**config.mk**
```make
export PLATFORM = sky130hd
export DESIGN_NAME = sync_serial_datapath
export DESIGN_NICKNAME = d
export VERILOG_FILES = /design/src/inc/ssu_pkg.sv /design/src/rtl/pin_sync.sv /design/src/rtl/clk_divider.sv /design/src/rtl/sync_serial_datapath.sv
export VERILOG_INCLUDE_DIRS = /design/src /design/src/inc
export SDC_FILE = /design/constraint.sdc
export NUM_CORES = 1
export LEC_CHECK = 0
export BUFFER_PORTS_ARGS = -buffer_cell sky130_fd_sc_hd__buf_2
export CORE_MARGIN = 2
export CORE_UTILIZATION = 45
export CTS_BUF_LIST = sky130_fd_sc_hd__clkbuf_8
export CTS_CLUSTER_SIZE = 25
export DETAILED_ROUTE_END_ITERATION = 10
export HOLD_SLACK_MARGIN = 0.12
export PLACE_DENSITY = 0.71
export SYNTH_ARGS = -nofsm -noshare
export SYNTH_HDL_FRONTEND = slang
export SYNTH_HIERARCHICAL = 1
export SYNTH_SLANG_ARGS = --single-unit
export TNS_END_PERCENT = 1
```
**constraint.sdc**
```tcl
create_clock -name pclk -period 6.1 [get_ports pclk]
set_input_delay 0.305 -clock pclk [delete_from_list [all_inputs] [get_ports pclk]]
set_output_delay 0.305 -clock pclk [all_outputs]
set_load 0.005 [all_outputs]
```
**src/inc/ssu_defines.svh**
```systemverilog
// register offsets, field positions, reset values and timing counts of the serial data path
// assumes a 32-bit apb slave on a 20 mhz pclk
`ifndef SSU_DEFINES_SVH
`define SSU_DEFINES_SVH

// byte addresses of the word registers
`define OFS_CTRL        12'h000
`define OFS_MODE        12'h004
`define OFS_STAT        12'h008
`define OFS_TXD         12'h00C
`define OFS_RXD         12'h010
`define OFS_ICR         12'h014

// control word fields
`define CB_FLEN_LO      0
`define CB_FLEN_HI      1
`define CB_THREE_WIRE   2
`define CB_SINGLE_WIRE  3
`define CB_MASTER       4
`define CB_CLK_PIN      5
`define CB_TX_EN        6
`define CB_RX_EN        7
`define CTRL_W          8
`define CTRL_RST        8'h00

// mode word fields
`define MB_RATE_LO      0
`define MB_RATE_HI      2
`define MB_PHASE        3
`define MB_POL          4
`define MB_MSB_FIRST    5
`define MODE_W          6
`define MODE_RST        6'h00

// status word fields
`define SB_TX_EMPTY     0
`define SB_RX_FULL      1
`define SB_OVERRUN      2

// frame length codes
`define FLEN_8          2'h0
`define FLEN_16         2'h1
`define FLEN_32         2'h2
`define FLEN_BAD        2'h3

// input buffer control: one enable per pin
`define ICR_W           3
`define IB_SI           0
`define IB_SO           1
`define IB_SCK          2

// shift clock rate: half period = 2**rate pclk cycles
`define RATE_W          3
`define DIV_W           8
`define BITS_PER_BYTE   4'h8
`define BYTE_IDX_W      2

`endif

```
**src/inc/ssu_pkg.sv**
```systemverilog
// types shared by the serial data path modules
// assumes ssu_defines.svh for field widths
`include "ssu_defines.svh"
package ssu_pkg;
    typedef enum logic [1:0] {
        ST_IDLE  = 2'b00,
        ST_SHIFT = 2'b01,
        ST_DONE  = 2'b10
    } xfer_state_t;

    typedef enum logic [1:0] {
        PIN_UNUSED = 2'b00,
        PIN_IN     = 2'b01,
        PIN_OUT    = 2'b10
    } pin_role_t;
endpackage

```
**src/rtl/pin_sync.sv**
```systemverilog
// two-flop synchroniser for pins and the external shift clock
// assumes the input is asynchronous to pclk
`timescale 1ns/1ns
`default_nettype none
module pin_sync (
    // clock and reset
    input  wire logic pclk,
    input  wire logic presetn,
    // level in and out
    input  wire logic din,
    output logic      dout
);
    typedef struct packed {
        logic meta;
        logic sync;
    } sync_state_t;

    sync_state_t s_q;
    sync_state_t s_d;

    // first flop feeds only the second
    always_comb begin
        s_d      = s_q;
        s_d.meta = din;
        s_d.sync = s_q.meta;
    end

    always_ff @(posedge pclk or negedge presetn) begin
        if (!presetn) begin
            s_q <= '0;
        end else begin
            s_q <= s_d;
        end
    end

    assign dout = s_q.sync;
endmodule // pin_sync
`default_nettype wire

```
**src/rtl/clk_divider.sv**
```systemverilog
// shift clock generator for master mode: eight rates from pclk
// assumes rate is held steady while running
`timescale 1ns/1ns
`default_nettype none
`include "ssu_defines.svh"
module clk_divider
    import ssu_pkg::*;
(
    // clock and reset
    input  wire logic                pclk,
    input  wire logic                presetn,
    // control
    input  wire logic                run,
    input  wire logic [`RATE_W-1:0]  rate,
    // output: one-cycle pulse at each half period
    output logic                     tick
);
    typedef struct packed {
        logic [`DIV_W-1:0] cnt;
        logic              tick;
    } div_state_t;

    div_state_t s_q;
    div_state_t s_d;

    // half period of 2**rate cycles; restarts whenever idle
    always_comb begin
        s_d      = s_q;
        s_d.tick = 1'b0;
        if (!run) begin
            s_d.cnt = '0;
        end else if (s_q.cnt >= ((`DIV_W'(1) << rate) - `DIV_W'(1))) begin
            s_d.cnt  = '0;
            s_d.tick = 1'b1;
        end else begin
            s_d.cnt = s_q.cnt + `DIV_W'(1);
        end
    end

    always_ff @(posedge pclk or negedge presetn) begin
        if (!presetn) begin
            s_q <= '0;
        end else begin
            s_q <= s_d;
        end
    end

    assign tick = s_q.tick;
endmodule // clk_divider
`default_nettype wire

```
**src/rtl/sync_serial_datapath.sv**
```systemverilog
// data path and pin routing of the synchronous serial unit, with an apb register slave
// assumes pins arrive asynchronous to pclk and the pad ring resolves the output enables
// How it works
// - frame length selects valid receive byte lanes
// - full byte goes to its lane; the last byte of a frame moves the frame to receive data
// - receive lanes read-only, eight bits, reset zero
// - msb first select picks transmit bit order
// - transmit shifts out from shift bit 0
// - receive shifts in at bit 7, then transfers
// - no software path into shift register
// - master drives shift clock at selected rate
// - slave takes shift clock from pin
// - three-wire mode ignores phase, honours polarity
// - standard master: out pin sends, in pin receives
// - standard slave: in pin sends, out pin receives
// - single-wire: out pin sends and receives alone
// - single-wire never transmits and receives together
// - three-wire: out sends, in receives always
// - three-wire master drives clock, slave inputs
// - clock pin released when clock select zero
// - reading receive data clears full flag
// - empty shift register loads pending transmit data
// - full at eighth edge sets overrun, stops
`timescale 1ns/1ns
`default_nettype none
`include "ssu_defines.svh"
module sync_serial_datapath
    import ssu_pkg::*;
(
    // apb clock and reset
    input  wire logic        pclk,
    input  wire logic        presetn,
    // apb slave
    input  wire logic        psel,
    input  wire logic        penable,
    input  wire logic        pwrite,
    input  wire logic [11:0] paddr,
    input  wire logic [31:0] pwdata,
    output logic [31:0]      prdata,
    output logic             pready,
    output logic             pslverr,
    // shift clock pin
    input  wire logic        sck_in,
    output logic             sck_out,
    output logic             sck_oe,
    // serial out pin
    input  wire logic        so_in,
    output logic             so_out,
    output logic             so_oe,
    // serial in pin
    input  wire logic        si_in,
    output logic             si_out,
    output logic             si_oe
);
    import ssu_pkg::*;

    typedef struct packed {
        logic [`CTRL_W-1:0]     ctrl;
        logic [`MODE_W-1:0]     mode;
        logic [`ICR_W-1:0]      input_buffer_control;
        logic [31:0]            txd;
        logic                   tx_pend;
        logic [31:0]            rxd;
        logic                   rx_full;
        logic                   overrun;
        xfer_state_t            st;
        logic [7:0]             shift;
        logic [3:0]             bitn;
        logic [`BYTE_IDX_W-1:0] byte_idx;
        logic [31:0]            acc;
        logic [31:0]            tx_word;
        logic                   sck_lvl;
        logic                   sck_prev;
        logic                   dout;
        logic [31:0]            rdata;
    } core_state_t;

    core_state_t s_q;
    core_state_t s_d;

    logic sck_s;
    logic so_s;
    logic si_s;
    logic tick;

    ////////////////////////////////////////////////////////////////////////////
    // helpers

    // number of bytes in a frame minus one
    function automatic logic [`BYTE_IDX_W-1:0] last_byte(input logic [1:0] flen);
        case (flen)
            `FLEN_8:  last_byte = 2'h0;
            `FLEN_16: last_byte = 2'h1;
            `FLEN_32: last_byte = 2'h3;
            default:  last_byte = 2'h0;
        endcase
    endfunction

    // bit-reverse a byte
    function automatic logic [7:0] rev8(input logic [7:0] b);
        for (int i = 0; i < 8; i++) begin
            rev8[i] = b[7-i];
        end
    endfunction

    ////////////////////////////////////////////////////////////////////////////
    // pin inputs through two flops each

    pin_sync u_sync_sck (.pclk(pclk), .presetn(presetn), .din(sck_in), .dout(sck_s));
    pin_sync u_sync_so  (.pclk(pclk), .presetn(presetn), .din(so_in),  .dout(so_s));
    pin_sync u_sync_si  (.pclk(pclk), .presetn(presetn), .din(si_in),  .dout(si_s));

    clk_divider u_div (
        .pclk    (pclk),
        .presetn (presetn),
        .run     (s_q.st == ST_SHIFT),
        .rate    (s_q.mode[`MB_RATE_HI:`MB_RATE_LO]),
        .tick    (tick)
    );

    ////////////////////////////////////////////////////////////////////////////
    // mode decode

    logic       master, three_w, single_w, tx_en, rx_en, clk_sel, pol, pha, msb;
    logic [1:0] flen;
    logic       rx_bit, lead_edge, trail_edge, sample_edge, drive_edge;
    logic       do_tx, do_rx;
    logic       apb_wr, apb_rd;

    always_comb begin
        master   = s_q.ctrl[`CB_MASTER];
        three_w  = s_q.ctrl[`CB_THREE_WIRE];
        single_w = s_q.ctrl[`CB_SINGLE_WIRE] & ~three_w;
        tx_en    = s_q.ctrl[`CB_TX_EN];
        rx_en    = s_q.ctrl[`CB_RX_EN];
        clk_sel  = s_q.ctrl[`CB_CLK_PIN];
        flen     = s_q.ctrl[`CB_FLEN_HI:`CB_FLEN_LO];
        pol      = s_q.mode[`MB_POL];
        pha      = s_q.mode[`MB_PHASE] & ~three_w;
        msb      = s_q.mode[`MB_MSB_FIRST];
        // single wire: transmit wins, never both
        do_tx    = tx_en;
        do_rx    = rx_en & ~(single_w & tx_en) & ~s_q.overrun;
        // receive pin per mode
        if (three_w) begin
            rx_bit = si_s;
        end else if (single_w) begin
            rx_bit = so_s;
        end else if (master) begin
            rx_bit = si_s;
        end else begin
            rx_bit = so_s;
        end
        // edges of the shift clock, own or external, polarity removed
        if (master) begin
            lead_edge  = tick & (s_q.sck_lvl == pol);
            trail_edge = tick & (s_q.sck_lvl != pol);
        end else begin
            lead_edge  = clk_sel & ((sck_s ^ pol) & ~(s_q.sck_prev ^ pol));
            trail_edge = clk_sel & (~(sck_s ^ pol) & (s_q.sck_prev ^ pol));
        end
        sample_edge = pha ? trail_edge : lead_edge;
        drive_edge  = pha ? lead_edge : trail_edge;
        apb_wr      = psel & penable & pwrite;
        apb_rd      = psel & penable & ~pwrite;
    end

    ////////////////////////////////////////////////////////////////////////////
    // next state

    always_comb begin
        s_d          = s_q;
        s_d.sck_prev = sck_s;

        // register writes; shift register has no address
        if (apb_wr) begin
            case (paddr)
                `OFS_CTRL: s_d.ctrl = pwdata[`CTRL_W-1:0];
                `OFS_MODE: s_d.mode = pwdata[`MODE_W-1:0];
                `OFS_ICR:  s_d.input_buffer_control  = pwdata[`ICR_W-1:0];
                `OFS_TXD: begin
                    s_d.txd     = pwdata;
                    s_d.tx_pend = 1'b1;
                end
                `OFS_STAT: begin
                    if (!pwdata[`SB_OVERRUN]) begin
                        s_d.overrun = 1'b0;
                    end
                end
                default: ;
            endcase
        end

        // reading receive data clears the full flag
        if (apb_rd && paddr == `OFS_RXD) begin
            s_d.rx_full = 1'b0;
        end

        // transfer sequencer
        case (s_q.st)
            ST_IDLE: begin
                s_d.sck_lvl = pol;
                if ((do_tx && s_q.tx_pend) || (do_rx && !do_tx && master && apb_rd && paddr == `OFS_RXD)
                    || (do_rx && !master)) begin
                    s_d.tx_word  = s_q.txd;
                    s_d.tx_pend  = do_tx ? 1'b0 : s_q.tx_pend;
                    s_d.shift    = msb ? rev8(s_q.txd[7:0]) : s_q.txd[7:0];
                    s_d.dout     = msb ? s_q.txd[7] : s_q.txd[0];
                    s_d.bitn     = '0;
                    s_d.byte_idx = '0;
                    s_d.st       = ST_SHIFT;
                end
            end
            ST_SHIFT: begin
                if (tick && master) begin
                    s_d.sck_lvl = ~s_q.sck_lvl;
                end
                if (sample_edge) begin
                    // eighth edge with data still unread
                    if (s_q.bitn == `BITS_PER_BYTE - 4'h1 && s_q.rx_full && do_rx) begin
                        s_d.overrun = 1'b1;
                    end
                    s_d.shift = {s_q.shift[0] ? s_q.shift[7:1] : s_q.shift[7:1], 1'b0};
                    s_d.shift = {rx_bit, s_q.shift[7:1]};
                    s_d.bitn  = s_q.bitn + 4'h1;
                end
                if (drive_edge && s_q.bitn != '0) begin
                    s_d.dout = s_q.shift[0];
                end
                if (s_q.bitn == `BITS_PER_BYTE && (!master || s_q.sck_lvl == pol)) begin
                    s_d.st = ST_DONE;
                end
            end
            ST_DONE: begin
                // bits arrived at bit 7 side and moved down; undo order for msb first
                s_d.acc[8*s_q.byte_idx +: 8] = msb ? rev8(s_q.shift) : s_q.shift;
                if (s_q.byte_idx == last_byte(flen)) begin
                    if (do_rx && !s_q.overrun) begin
                        s_d.rxd      = s_q.acc;
                        s_d.rxd[8*s_q.byte_idx +: 8] = msb ? rev8(s_q.shift) : s_q.shift;
                        s_d.rx_full  = 1'b1;
                    end
                    s_d.st = ST_IDLE;
                end else begin
                    s_d.byte_idx = s_q.byte_idx + 2'h1;
                    s_d.shift    = msb ? rev8(s_q.tx_word[8*(s_q.byte_idx+2'h1) +: 8])
                                       : s_q.tx_word[8*(s_q.byte_idx+2'h1) +: 8];
                    // first bit of the next byte must stand before its first sample edge
                    s_d.dout     = s_d.shift[0];
                    s_d.bitn     = '0;
                    s_d.st       = ST_SHIFT;
                end
            end
            default: s_d.st = ST_IDLE;
        endcase

        // read data, lanes beyond frame length read zero
        s_d.rdata = '0;
        if (psel && !penable && !pwrite) begin
            case (paddr)
                `OFS_CTRL: s_d.rdata = 32'(s_q.ctrl);
                `OFS_MODE: s_d.rdata = 32'(s_q.mode);
                `OFS_ICR:  s_d.rdata = 32'(s_q.input_buffer_control);
                `OFS_TXD:  s_d.rdata = s_q.txd;
                `OFS_STAT: s_d.rdata = {29'h0, s_q.overrun, s_q.rx_full, ~s_q.tx_pend};
                `OFS_RXD: begin
                    case (flen)
                        `FLEN_8:  s_d.rdata = {24'h0, s_q.rxd[7:0]};
                        `FLEN_16: s_d.rdata = {16'h0, s_q.rxd[15:0]};
                        `FLEN_32: s_d.rdata = s_q.rxd;
                        default:  s_d.rdata = '0;
                    endcase
                end
                default: s_d.rdata = '0;
            endcase
        end
    end

    always_ff @(posedge pclk or negedge presetn) begin
        if (!presetn) begin
            s_q      <= '0;
            s_q.ctrl <= `CTRL_RST;
            s_q.mode <= `MODE_RST;
            s_q.st   <= ST_IDLE;
        end else begin
            s_q <= s_d;
        end
    end

    ////////////////////////////////////////////////////////////////////////////
    // apb answers: read data captured in setup, zero wait states

    assign prdata  = s_q.rdata;
    assign pready  = 1'b1;
    assign pslverr = 1'b0;

    ////////////////////////////////////////////////////////////////////////////
    // pin routing; input buffer control register is only stored and gates no input

    logic active_tx;
    assign active_tx = do_tx && (s_q.st != ST_IDLE);

    // shift clock pin: released when not selected
    assign sck_oe  = clk_sel & master;
    assign sck_out = s_q.sck_lvl;

    // serial out pin drives in master, three-wire and single-wire transmit
    assign so_oe  = active_tx & (three_w | single_w | master);
    assign so_out = s_q.dout;

    // serial in pin drives only in standard slave transmit
    assign si_oe  = active_tx & ~three_w & ~single_w & ~master;
    assign si_out = s_q.dout;
endmodule // sync_serial_datapath
`default_nettype wire

```
# Yosys cells after proc, flatten, opt, wreduce, memory -nomap -nowiden
# Cells that the tools add are included.
classes:
  n_reduce_logical: 43
  addsub: 6
  eq_ne: 21
  order_cmp: 1
  shifts: 4
  bitwise_logic: 33
  n_mux: 50
ops:
  columns: ["op", "count"]
  rows:
  - ["32-bit one-hot mux with 6 select lines", 1]
  - ["32-bit one-hot mux with 3 select lines", 1]
  - ["8-bit 2-to-1 mux", 5]
  - ["12-bit one-hot mux with 3 select lines", 1]
  - ["5-bit negation with 34-bit output", 1]
  - ["8-bit by 34-bit variable shift with 32-bit output (first input constant)", 1]
  - ["8-bit by 34-bit variable part select with 32-bit output", 1]
  - ["32-bit bitwise mux", 1]
  - ["32-bit 2-to-1 mux", 1]
  - ["32-bit by 7-bit variable part select with 8-bit output", 1]
  - ["1-bit 2-to-1 mux", 30]
  - ["12-bit by 4-bit == test with 1-bit output (second input constant)", 2]
  - ["12-bit by 5-bit == test with 1-bit output (second input constant)", 2]
  - ["1-bit bitwise AND", 19]
  - ["1-bit logical AND", 16]
  - ["16-bit 2-to-1 mux", 1]
  - ["14-bit 2-to-1 mux", 1]
  - ["2-bit AND reduction", 7]
  - ["12-bit by 3-bit == test with 1-bit output (second input constant)", 1]
  - ["12-bit logical NOT", 1]
  - ["12-bit 2-to-1 mux", 1]
  - ["2-bit inequality test (second input constant)", 6]
  - ["1-bit inverter", 10]
  - ["8-bit by 1-bit adder with 8-bit output (second input constant)", 1]
  - ["other kinds (29)", 46]
totals:
  regBits: 214
  out_inout_bits: 40
  inputBits: 52
  elab_cells: 184

# Logic depth before layout (Yosys ltp)
depth:
  ltp_word: 14
  depth_mapped: 9
  depth_no_buf: 7

# Cells and area by module
# Netlist, hierarchy kept.
modules_own_cells:
  columns: ["module", "n_inst", "seq_area_each_um2", "area_per_inst_um2", "cells_per_inst"]
  rows:
  - ["sync_serial_datapath", 1, 4779.6, 9261.4, 817]
  - ["clk_divider", 1, 225.2, 613.1, 61]
  - ["pin_sync", 3, 50.0, 50.0, 2]

# Least setup slack after synthesis
# OpenSTA, ideal clock, no wires.
synth_timing:
  path_type: "reg-to-reg"
  start: "register s_q[99] (netlist bit)"
  end: "register s_q[68] (netlist bit)"
  arrival_time_ns: 2.206
  n_path_buf: 2
  period_less_slack_ns: 2.290
  required_time_ns: 6.016
  setup_time_ns: 0.084
  setup_slack_ns: 3.810
  stages_incl_launch_ff: 9
  path_cell_list: "dfrtp_1 clkbuf_1 inv_1 ha_1 inv_1 nand4_1 or2_2 clkbuf_1 o21ai_0"
synth_via:
  elab_chain_cells: 3
  word_cells_on_any_way: 4
  classes_between: "add/sub (1); shift (2); mux (1)"
synth_lines:
  columns: ["element", "line", "rtl"]
  rows:
  - ["start: declaration", "sync_serial_datapath.sv:78", "core_state_t s_q;"]
  - ["5-bit negation with 34-bit output (*)", "sync_serial_datapath.sv:236", "s_d.acc[8*s_q.byte_idx +: 8] = msb ? rev8(s_q.shift) : s_q.shift;"]
  - ["8-bit by 34-bit variable part select with 32-bit output / 8-bit by 34-bit variable shift with 32-bit output (equally long branches)", "sync_serial_datapath.sv:236", null]
  - ["32-bit bitwise mux (*)", "sync_serial_datapath.sv:236", null]
# Mark *: on every way between the ends. The rest lies on a longest branch, timed or not.
# A chain may end at the register's enable or synchronous reset.

# Worst setup path after layout
layout_timing:
  start: "register s_q (netlist bit master)"
  end: "register s_q[110] (netlist bit)"
layout_via:
  elab_chain_cells: 7
  word_cells_on_any_way: 13
  classes_between: "eq/ne (2); mux (3); reduce/logical (8)"
layout_lines:
  columns: ["element", "line", "rtl"]
  rows:
  - ["1-bit logical AND (2 in a row)", "sync_serial_datapath.sv:203", "if ((do_tx && s_q.tx_pend) || (do_rx && !do_tx && master && apb_rd && paddr == `OFS_RXD)"]
  - ["1-bit logical AND (no source line)", null, null]
  - ["1-bit logical OR (2 in a row)", "sync_serial_datapath.sv:203", null]
  - ["2-bit inequality test (no source line)", null, null]
  - ["4-bit AND reduction (no source line) (*)", null, null]
# Marked as above.

==> impl_metrics.tcl <==
set metrics [dict create \
    outcome "finished clean" \
    seq_area_frac_synth 0.514 \
    fin_cells 1284 \
    final-max-slew-violation-count 0 \
    whs_ps 153 \
    fin_nets 1055 \
    insertion_delay_ps 530 \
    multi_input_area_um2 4260 \
    power_frac_seq 0.477 \
    p_int_mw 2.20 \
    worstHoldPathType "in2reg" \
    synth_fa_ha_area_frac 0.0300 \
    via_count 7257 \
    p_switching_mw 0.820 \
    io_pins 92 \
    portBuffers 89 \
    power_density_nw_per_um2 262 \
    dpl.cell_count 1186 \
    p_clk_frac 0.399 \
    cts_tree "done" \
    synth-simple-area-share 0.104 \
    synth_cell_types 66 \
    max_stage_delay_ps 670 \
    met1_usage 0.282 \
    synth_top_family_by_area "compound AO/OA/AOI/OAI gates" \
    use_met3 0.0420 \
    worst_path_max_delay_cell "o311ai_0" \
    drc 0 \
    syn_nets 960 \
    skew_ps 22.3 \
    syn_to_final_growth_pct 15.0 \
    hpwlAfterDp_mm 16.2 \
    diodes 0 \
    wl_mm 24.2 \
    yosys_warnings 6 \
    rsz0062_at_grt "no" \
    tightest_slew_ps 1100 \
    crit_fanout 10 \
    clk_pin_slew_worst_paths_ps 60 \
    vdd_drop_max_mv 0.113 \
    ys.flop_type "dfrtp_1" \
    total_power_mw 3.02 \
    grtUsageTotal 0.208 \
    comb_power_share 0.124 \
    grt_pass1_wl_mm 39.4 \
    grt_start_max_net_pins 110 \
    path_delay_family "compound AO/OA/AOI/OAI gates" \
    die-area_um2 23500 \
    numCtsBuffers 35 \
    cp-end-kind "register" \
    clkSinkCount 206 \
    fill_cells 1936 \
    timing.fmax_mhz 377 \
    critPathArrivalTime_ps 3070 \
    required_ps 6520 \
    routedWlPerCell_um 18.8 \
    postSynthAreaPerCell_um2 11.3 \
    synthesis.area_um2 10000 \
    antenna_found_initial 0 \
    clockBufferDepth 3 \
    layout_commonest_cell "dfrtp_1" \
    firstDrtPassIters 5 \
    crit_type "reg2reg" \
    first_iter_violations 592 \
    top_usage_layer "met2" \
    setup_viol 0 \
    vias_per_cell 5.65 \
    power.share.switching 0.272 \
    ff_latch_area_um2 5150 \
    dp_slack_ps 3390 \
    setup_ws_ps 3450 \
    reg2reg_slack_ps 3450 \
    row_count 54 \
    synthCells 884 \
    synth.mux.area_fraction 0.139 \
    max_cap_violations 0 \
    layout-drive-gt1-share 0.258 \
    initial_utilization 0.459 \
    critPathBufInv 0 \
    ys_seq_elements 206 \
    grtUsageMet2 0.332 \
    period_needed_ps 2650 \
    place_congestion 0.867 \
    die_h_um 153 \
    fin_setup_tns_ps 0 \
    die_x_um 153 \
    synth_edf_count 0 \
    antenna_left 0 \
    htree_levels 2 \
    max-slew-margin-rel 0.247 \
    synth_compound_area_frac 0.140 \
    final_cell_mix "dfrtp_1, buf_2, mux2_2" \
    path_cells "nand2b_4, o311ai_0, a21oi_2, nor3_4, mux2_4" \
    hold_violations 0 \
    synth_xor_area_frac 0.00874 \
    crit_path_start_kind "register" \
    leakage_nw 5.22 \
    clockRootBuffer "clkbuf_8" \
    core_region_area_um2 21800 \
    async_reset_ff_frac 1.00 \
    finalCritPeriodShare 0.434 \
    grt_overflow_total 0 \
    grt_pass1_vias 7468 \
]
==> area by class of cell <==
cell class | instances | area share
clock buffer | 44 | 0.0525
timing repair buffer | 133 | 0.0758
clock inverter | 18 | 0.00738
inverter | 53 | 0.0173
sequential | 206 | 0.447
tap | 280 | 0.0304
multi-input combinational | 550 | 0.370
==> power groups by stage <==
stage	sequential, mW	clock [mW]	combinational (mW)
floorplan	1.45	0	0.238
global route	1.44	1.30	0.409
CTS	1.44	1.23	0.374
detailed placement	1.46	0	0.354
global placement	1.46	0	0.349
finish	1.44	1.21	0.373
==> what timing repair did <==
action                    CTS  global route
setup buffers               0             0
resized for setup           0             0
hold endpoints to repair  159             0
hold buffers               36             0
==> flip-flops by register name, indices dropped and copies added, names as in the netlist, 2 cells and up <==
name	flops
prdata	32
flen	2
u_div/s_q	8
s_q	149
==> synthesized netlist by cell type, drive strengths merged (24+ instances only) <==
master / instances / area, µm²
mux2: 86 / 1000
dfrtp: 206 / 5150
mux2i: 35 / 350
inv: 53 / 199
a22oi: 26 / 195
ha: 24 / 300
clkbuf: 31 / 116
o21a: 34 / 257
buf: 44 / 317
nor2: 44 / 165
nand2: 65 / 244
o221ai: 41 / 359
o21ai: 41 / 209
==> logic make-up (layout without fill, tap and decap cells) <==
| kind of cell | Yosys count | in the layout |
|---|---|---|
| flip-flops | 206 | 206 |
| AND/OR/NAND/NOR | 199 | 199 |
| AO/OA/AOI/OAI | 191 | 191 |
| buffers and inverters | 128 | 248 |
| multiplexers | 123 | 123 |
| adder cells (fa/ha/maj) | 24 | 24 |
| XOR/XNOR | 10 | 10 |
| other | 3 | 3 |
==> worst min-delay path: stages <==
cell,delay (ps)
buf_2,90
or3b_2,160
a21oi_1,60
==> layer usage <==
| metal | vias up | share of wire |
|---|---|---|
| met2 | 208 | 0.48 |
| met4 | 0 | 0.024 |
| met5 | - | 0 |
| met3 | 42 | 0.057 |
| met1 | 3671 | 0.44 |
| li1 | 3336 | - |
==> worst paths after layout <==
path | start | end | cells after the start
worst max-delay path | master | s_q[110] | 5
worst min register to register | u_sync_si/s_d[0] | u_sync_si/dout | 0
max in group asynchronous | presetn | s_q[47] | 3
min in group asynchronous | presetn | prdata[1] | 2
worst min-delay path | pwrite | prdata[0] | 3
worst max register to register | master | s_q[110] | 5
==> stage by stage <==
stage / instance area (µm²) / util
CTS: 11500 / 0.528
detailed placement: 10500 / 0.480
finish: 11500 / 0.528
floorplan: 10000 / -
global placement: 10500 / 0.480
global route: 11500 / 0.528
No activity file was read; power rests on OpenSTA's default activity.
